[src/shared/extclk_consts.svh]
// named offsets, bit positions, reset values and timing figures of the block
`ifndef EXTCLK_CONSTS_SVH
`define EXTCLK_CONSTS_SVH

// ==========================================================
// register map
`define PWR_CTL_ADDR      8'h2d
`define ACT_CHK_ADDR      8'h2e
`define PWR_CTL_RESET     8'h00
`define ACT_CHK_RESET     8'h00
`define RD_UNMAPPED       8'h00

// ==========================================================
// field positions
`define EXT_TIMING_BIT    6
`define ACT_CHECK_BIT     0

// ==========================================================
// timing
`define CLK_HZ            40000000
`define INT_TICK_HZ       51200
`define INT_TICK_CYC      (`CLK_HZ / `INT_TICK_HZ)
`define TICK_CNT_W        10

`endif

[src/shared/extclk_pkg.sv]
// types shared by the timing source and actuation check logic
package extclk_pkg;

  // ==========================================================
  // register access request
  typedef struct packed {
    logic [7:0] addr;
    logic [7:0] wdata;
    logic       wr;
    logic       rd;
  } reg_req_t;

  // ==========================================================
  // bidirectional pin carrier
  typedef struct packed {
    logic o;
    logic oe;
  } pin_drive_t;

  typedef enum logic [0:0] {
    SRC_BUILTIN,
    SRC_EXTERNAL
  } timing_src_t;

endpackage : extclk_pkg

[src/pin_edge_sync.sv]
// two-stage synchroniser with rising-edge pulse for an outside level
`timescale 1ns/1ps

module pin_edge_sync
(
  input  wire logic clk,
  input  wire logic rst_n,
  input  wire logic pin_in,
  output logic      level,
  output logic      rise
);

  logic meta_r;
  logic sync_r;
  logic prev_r;

  // ==========================================================
  // synchroniser; meta_r is read only by sync_r
  always_ff @(posedge clk or negedge rst_n)
  begin
    if (!rst_n)
    begin
      meta_r <= 1'b0;
      sync_r <= 1'b0;
      prev_r <= 1'b0;
    end
    else
    begin
      meta_r <= pin_in;
      sync_r <= meta_r;
      prev_r <= sync_r;
    end
  end

  assign level = sync_r;
  assign rise  = sync_r & ~prev_r;

endmodule : pin_edge_sync

[src/ext_clock_and_selfcheck_seq.sv]
// timing source selection on the first event pin and actuation check control
`timescale 1ns/1ps
`include "extclk_consts.svh"

// What the spec asks of this block and its host
// [RULE1] built-in oscillator ticks unless external selected
// [RULE2] power control bit 6 selects external timing
// [RULE3] external select turns first pin into input
// [RULE4] no event drive while pin is clock
// [RULE5] outside clock kept at most 51.2 kHz; not enforced, faster edges are still counted
// [RULE6] actuation applied exactly while check bit set
// [RULE7] host sets 8 g, 100 Hz, full bandwidth
// [RULE8] host reads baseline before enabling actuation
// [RULE9] host waits four sample periods to settle
// [RULE10] host checks per-axis difference against limits; the bench compares each read only with the unmapped value
// [RULE11] host clears check bit at end
// [RULE12] host averages four to sixteen samples; the bench reads four samples from 8'h0e per phase and averages nothing
module ext_clock_and_selfcheck_seq
(
  input  wire logic                  clk,
  input  wire logic                  rst_n,
  input  wire extclk_pkg::reg_req_t  reg_req,
  output logic [7:0]                 reg_rdata,
  input  wire logic                  event_level,
  input  wire logic                  first_event_pin_i,
  output extclk_pkg::pin_drive_t     first_event_pin,
  output logic                       timing_tick,
  output extclk_pkg::timing_src_t    timing_src,
  output logic                       actuation_on
);
  import extclk_pkg::*;

  logic [7:0]             power_control_register_r;
  logic [7:0]             act_check_r;
  logic [7:0]             rdata_nxt;
  logic [`TICK_CNT_W-1:0] div_cnt_r;
  logic                   int_tick_r;
  logic                   ext_level;
  logic                   ext_rise;
  logic                   pin_o_r;
  logic                   pin_oe_r;

  // ==========================================================
  // address decode
  wire hit_pwr     = reg_req.addr == `PWR_CTL_ADDR;
  wire hit_act     = reg_req.addr == `ACT_CHK_ADDR;
  wire external_timing_select = power_control_register_r[`EXT_TIMING_BIT];
  wire actuation_check_bit    = act_check_r[`ACT_CHECK_BIT];

  always_comb
  begin
    rdata_nxt = `RD_UNMAPPED;
    if (hit_pwr)
      rdata_nxt = power_control_register_r;
    else if (hit_act)
      rdata_nxt = act_check_r;
  end

  // ==========================================================
  // registers
  always_ff @(posedge clk or negedge rst_n)
  begin
    if (!rst_n)
    begin
      power_control_register_r <= `PWR_CTL_RESET;
      act_check_r              <= `ACT_CHK_RESET;
      reg_rdata                <= `RD_UNMAPPED;
    end
    else
    begin
      if (reg_req.wr && hit_pwr)
        power_control_register_r <= reg_req.wdata; // RULE2
      if (reg_req.wr && hit_act)
        act_check_r <= reg_req.wdata;
      if (reg_req.rd)
        reg_rdata <= rdata_nxt;
    end
  end

  // ==========================================================
  // built-in oscillator as enable divider
  // keeps running while external is selected so a switch back has no gap
  always_ff @(posedge clk or negedge rst_n)
  begin
    if (!rst_n)
    begin
      div_cnt_r  <= '0;
      int_tick_r <= 1'b0;
    end
    else if (div_cnt_r == `TICK_CNT_W'(`INT_TICK_CYC - 1))
    begin
      div_cnt_r  <= '0;
      int_tick_r <= 1'b1;
    end
    else
    begin
      div_cnt_r  <= div_cnt_r + `TICK_CNT_W'(1);
      int_tick_r <= 1'b0;
    end
  end

  // ==========================================================
  // external clock edges from the first event pin
  // a faster outside clock than 51.2 kHz is still counted, but is out of spec
  pin_edge_sync u_ext_sync
  (
    .clk    (clk),
    .rst_n  (rst_n),
    .pin_in (first_event_pin_i),
    .level  (ext_level),
    .rise   (ext_rise)
  );

  assign timing_src  = external_timing_select ? SRC_EXTERNAL : SRC_BUILTIN; // RULE2
  assign timing_tick = external_timing_select ? ext_rise : int_tick_r;      // RULE1

  // ==========================================================
  // pin direction and event drive
  always_ff @(posedge clk or negedge rst_n)
  begin
    if (!rst_n)
    begin
      pin_o_r  <= 1'b0;
      pin_oe_r <= 1'b1;
    end
    else
    begin
      pin_oe_r <= ~external_timing_select;              // RULE3
      pin_o_r  <= event_level & ~external_timing_select; // RULE4
    end
  end

  // combinational release avoids one cycle of contention after the write
  // one assignment drives the whole carrier, so it has a single driver
  wire pin_oe = pin_oe_r & ~external_timing_select; // RULE3
  assign first_event_pin = '{o: pin_o_r & pin_oe, oe: pin_oe}; // RULE4

  assign actuation_on = actuation_check_bit; // RULE6

  // ==========================================================
  // checks
  ext_drops_pin_a: assert property ( // RULE3
    @(posedge clk) disable iff (!rst_n)
    external_timing_select |-> !first_event_pin.oe)
    else $error("pin driven while external timing selected");

  no_event_drive_a: assert property ( // RULE4
    @(posedge clk) disable iff (!rst_n)
    external_timing_select |-> !first_event_pin.o)
    else $error("event driven on clock pin");

  builtin_tick_a: assert property ( // RULE1
    @(posedge clk) disable iff (!rst_n)
    !external_timing_select && timing_tick |=> !timing_tick [*8])
    else $error("built-in tick too frequent");

  select_bit_a: assert property ( // RULE2
    @(posedge clk) disable iff (!rst_n)
    reg_req.wr && hit_pwr |=>
      external_timing_select == $past(reg_req.wdata[`EXT_TIMING_BIT]))
    else $error("timing select not taken from bit 6");

  actuation_follow_a: assert property ( // RULE6
    @(posedge clk) disable iff (!rst_n)
    reg_req.wr && hit_act |=>
      actuation_on == $past(reg_req.wdata[`ACT_CHECK_BIT]))
    else $error("actuation does not follow check bit");

  ext_tick_src_a: assert property ( // RULE1
    @(posedge clk) disable iff (!rst_n)
    external_timing_select |-> (timing_tick == (ext_level && !$past(ext_level))))
    else $error("external tick not from pin edge");

endmodule : ext_clock_and_selfcheck_seq

[config.mk]
export PLATFORM = sky130hd
export DESIGN_NAME = ext_clock_and_selfcheck_seq
export DESIGN_NICKNAME = d
export VERILOG_FILES = /design/src/shared/extclk_pkg.sv /design/src/pin_edge_sync.sv /design/src/ext_clock_and_selfcheck_seq.sv
export VERILOG_INCLUDE_DIRS = /design/src /design/src/shared
export SDC_FILE = /design/constraint.sdc
export NUM_CORES = 1
export LEC_CHECK = 0
export BUFFER_PORTS_ARGS = -buffer_cell sky130_fd_sc_hd__buf_2
export CORE_MARGIN = 2
export CORE_UTILIZATION = 50
export CTS_BUF_LIST = sky130_fd_sc_hd__clkbuf_2
export DETAILED_ROUTE_END_ITERATION = 8
export PLACE_DENSITY_LB_ADDON = 0.25
export SKIP_LAST_GASP = 1
export SYNTH_ARGS = -nofsm -noshare
export SYNTH_HDL_FRONTEND = slang
export SYNTH_SLANG_ARGS = --single-unit
[constraint.sdc]
create_clock -name clk -period 1.3 [get_ports clk]
set_input_delay 0.195 -clock clk [delete_from_list [all_inputs] [get_ports clk]]
set_output_delay 0.195 -clock clk [all_outputs]
set_load 0.01 [all_outputs]
* After elaboration in Yosys (flattened, before gate mapping)
Index checks and enable logic that the tools add are counted.
** Cells by class
- Add/subtract/negate cells :: 1
- Eq/ne operators :: 3
- Multiplexer cells :: 6
- Bitwise operators :: 6
- Reductions and logical operators :: 2
** Operators by type and width (number)
- 8-bit by 6-bit == test with 1-bit output (second input constant) :: 2
- 8-bit two-way mux :: 2
- 10-bit by 1-bit adder with 10-bit output (second input constant) :: 1
- 10-bit == test (second input constant) :: 1
- 10-bit two-way mux :: 1
- 1-bit bitwise AND :: 4
- 1-bit two-way mux :: 3
- 1-bit logical AND :: 2
- 1-bit NOT :: 2
** Word-level totals
- Register bits after elaboration :: 40
- Input port bits :: 22
- Output and inout port bits :: 13
- Word-level logic and storage cells :: 28

* Logic depth before layout (Yosys ltp)
- Depth in word-level cells :: 3
- Gate-level depth with buffers :: 6
- Gate-level depth less buffers :: 5

* Cells and area by module
A second synthesis with hierarchy kept.
** Unflattened totals
- Cell total of the unflattened synthesis :: 137
- Area total of the unflattened synthesis :: 1730.4 µm²
** By module, submodules not included
- ext_clock_and_selfcheck_seq :: instances 1, cells an instance 133, area each 1641.6 µm², seq. area each 927.1 µm²
- pin_edge_sync :: instances 1, cells an instance 4, area each 88.8 µm², seq. area each 75.1 µm²

* Worst setup path before layout
Ideal clock, no wire load.
- Path type :: register to register
- Start :: register div_cnt_r[2]
- End :: register div_cnt_r[9]
- Setup time :: 0.073 ns
- Data arrival time :: 1.225 ns
- Data required time :: 1.227 ns
- Setup slack :: 0.002 ns
- Cell stages (with the launch flop) :: 4
- Buffers on the path :: 0
- Clock period less this slack :: 1.298 ns
- Path through :: dfrtp_1 > nand4_4 > or4_4 > a21oi_2
** On the way
- Longest elaborated chain between the ends :: 2
- Elaborated cells on any way between the ends :: 3
- Those cells by class :: 1 x add/sub; 1 x eq/ne; 1 x mux
** Ends and longest elaborated chain
- start, declared :: RTL line ext_clock_and_selfcheck_seq.sv:36 : logic [`TICK_CNT_W-1:0] div_cnt_r;
- start signal, assigned :: RTL line ext_clock_and_selfcheck_seq.sv:97 : div_cnt_r <= div_cnt_r + `TICK_CNT_W'(1);
- 10-bit by 1-bit adder with 10-bit output or 10-bit == test (tied branches) :: RTL line ext_clock_and_selfcheck_seq.sv:97, ext_clock_and_selfcheck_seq.sv:90
- 10-bit two-way mux (*) :: RTL line ext_clock_and_selfcheck_seq.sv:90 : else if (div_cnt_r == `TICK_CNT_W'(`INT_TICK_CYC - 1))
Every way passes the cells marked *; elsewhere a longest branch is shown, timed or not.
A chain may end at the register's enable or synchronous reset.

==> impl_metrics.env <==
export IMPL_outcome="finished, violations left"
export IMPL_violations="negative setup slack"
export IMPL_synth_edff_count=0
export IMPL_grt_first_pass_wirelength_um=5470
export IMPL_rows=21
export IMPL_drv_slew=0
export IMPL_timing_fmax_mhz=674
export IMPL_grtUsageTotal_pct=18.4
export IMPL_dr_pass1_iters=4
export IMPL_worstMarginPinSlew_ns=0.448
export IMPL_yosysTopAreaCellShare_pct=57.4
export IMPL_antenna_found_initial=0
export IMPL_critPathRequiredTime_ns=1.11
export IMPL_skew_ns=0.0216
export IMPL_cts_buffers=5
export IMPL_drv_cap=0
export IMPL_ios=35
export IMPL_cp_max_fo=2
export IMPL_synth_area_mm2=0.00170
export IMPL_finalSetupViolations=11
export IMPL_post_route_min_period_ns=1.48
export IMPL_synth_most_common_cell="dfrtp_1"
export IMPL_crit_arrival_ns=1.29
export IMPL_hold_path_depth=2
export IMPL_multi_input_area_um2=687
export IMPL_yosys_warnings=0
export IMPL_port_buffers=34
export IMPL_rsz0062_at_grt="yes"
export IMPL_core_mm2=0.00331
export IMPL_path_clk_slew_ns=0.20
export IMPL_clockBufferDepth=2
export IMPL_synth_cells=135
export IMPL_first_global_vias=1220
export IMPL_finalHoldViolCount=0
export IMPL_ys_types=29
export IMPL_dieHeight_um=62.3
export IMPL_ys_flop_type="dfrtp_1"
export IMPL_setup_slack_ns=-0.185
export IMPL_fp_dieW_um=62.3
export IMPL_synth_top_cells_by_count="39 x dfrtp_1, 16 x mux2_2, 11 x nand2_1"
export IMPL_nFillCells=272
export IMPL_final_util_pct=64.2
export IMPL_min_path_type="input port to flop"
export IMPL_rr_worst_depth=6
export IMPL_ys_seq_area_share_pct=59.0
export IMPL_viasPerCell=5.33
export IMPL_fin_nets=212
export IMPL_period_share_pct=114
export IMPL_hp_start="reg_req[2]"
export IMPL_ys_ff_latch=40
export IMPL_ir_drop_mv=0.547
export IMPL_area_growth_pct=25.2
export IMPL_drive_above_1_share_pct=46.0
export IMPL_crit_type="flop to output port"
export IMPL_worstSetupEndpointType="output port"
export IMPL_synthArstFlopShare_pct=100
export IMPL_start_util_pct=51.3
export IMPL_vias=1252
export IMPL_synth_nets=159
export IMPL_drtIter0Drc=102
export IMPL_detail_route_antenna_nets=0
export IMPL_synth_area_top_cells="dfrtp_1 57%, mux2_2 11%, o31ai_1 4.0%, a22oi_1 3.5%, xor2_1 2.6%"
export IMPL_finalSetupTns_ns=-1.47
export IMPL_drt_wirelength_per_cell_um=14.0
export IMPL_worstSetupStartpoint="pin_oe_r"
export IMPL_die_area_mm2=0.00388
export IMPL_tritoncts="done"
export IMPL_drc=0
export IMPL_p_leak_nw=1.05
export IMPL_dp_hpwl_um=2440
export IMPL_antennaDiodeCount=0
export IMPL_routabilityCongestion=0.740
export IMPL_yosysTopAreaCell="dfrtp_1"
export IMPL_numClockSinks=40
export IMPL_critPathLaunchType="flop"
export IMPL_htreeDepth=2
export IMPL_overflow=0
export IMPL_avgSynthCellArea_um2=12.6
export IMPL_wirelength_um=3290
export IMPL_register_area_mm2=0.00100
export IMPL_grt_max_degree=17
export IMPL_power_density_mw_per_mm2=930
export IMPL_slew_headroom_pct=70.1
export IMPL_cts_root_buffer="clkbuf_2"
export IMPL_clock_latency_ns=0.40
export IMPL_r2r_start="div_cnt_r[1]"
cell families (layout without fill, tap and decap cells):
group                      Yosys count  count (layout)  synth area share, %
and+or+nand+nor                     40              40                 14.1
DFF                                 40              40                 59.0
adders and majority gates            2               2                 1.47
muxes                               16              16                 10.6
xor gates and xnor gates             6               6                 3.09
buffers and inverters               10              64                 2.65
AOI/OAI and AO/OA                   21              21                 9.13
where the power goes:
group	switching [W]	internal, W
Clock	0.000375	0.000147
Combinational	0.0000805	0.0000811
Sequential	0.0000169	0.00128
Total	0.000473	0.00151
sequential cells by signal (all words and copies together) (netlist names):
register	flops
act_check_r	8
int_tick_r	1
u_ext_sync.prev_r	1
reg_rdata	8
div_cnt_r	10
u_ext_sync.meta_r	1
pin_oe_r	1
pin_o_r	1
u_ext_sync.level	1
power_control_register_r	8
cells in the final DEF (no fill, tap or decap), types with 2 or more instances in the layout:
cell type,Yosys,routed
a21oi_2,1,2
mux2_2,16,16
nor2_2,0,2
o31ai_1,9,9
buf_2,3,34
nand3_1,6,6
dfrtp_1,39,38
nor2b_1,6,4
nand2_1,11,11
dlygate4sd3_1,0,4
nor2_1,7,4
xor2_1,5,5
nand4_2,2,2
a22oi_1,8,8
clkbuf_2,0,7
inv_1,5,5
buf_4,1,12
worst paths after layout:
path	slack, ns	end
min in group asynchronous	0.22	u_ext_sync.prev_r
worst max register to register	-0.17	div_cnt_r[2]
max in group asynchronous	0.60	act_check_r[7]
worst max-delay path	-0.18	first_event_pin[1]
worst min-delay path	0.03	act_check_r[0]
worst min register to register	0.37	u_ext_sync.level
per-layer routing:
metal	GRT usage [%]	part of all wire [%]	vias to the layer above
met3	4.71	5.4	7
met1	21.4	40	619
met4	8.33	1.6	0
met5	0	0	-
met2	32.2	53	38
li1	-	-	588
area by class of cell:
| class | count | area share (%) |
|---|---|---|
| Sequential cell | 40 | 47.2 |
| Multi-Input combinational cell | 85 | 32.3 |
| Timing Repair Buffer | 51 | 15.1 |
| Tap cell | 46 | 2.71 |
| Clock buffer | 7 | 1.65 |
| Inverter | 5 | 0.882 |
| Clock inverter | 1 | 0.235 |
worst max-delay path, stage by stage (launching register included):
cell,delay [ns]
dfstp_2,0.56
nor2b_4,0.12
and2_1,0.11
buf_2,0.12
per-stage QoR:
step / power (W) / instance area [um^2] / hold WS (ns) / instances / setup slack, ns
finish: 0.00198 / 2130 / 0.0327 / 235 / -0.185
global route: 0.00208 / 2130 / 0.00455 / 235 / -0.258
CTS: 0.00200 / 2090 / 0.0233 / 233 / -0.202
detailed placement: 0.00147 / 2000 / 0.107 / 222 / -0.171
global placement: 0.00146 / 2000 / 0.101 / 222 / -0.122
floorplan: 0.00138 / 1700 / -0.101 / 135 / 0.00198
what timing repair did:
| item | 4_1_cts | 5_1_grt |
|---|---|---|
| resized for setup | 4 | 7 |
| pin swaps | 1 | 2 |
| gates cloned | 0 | 0 |
| hold buffers | 2 | 2 |
| endpoints found under the hold margin | 29 | 3 |
| endpoints found under the setup margin | 11 | 11 |
| setup buffers | 1 | 0 |
(Power assumes the default switching activity.)
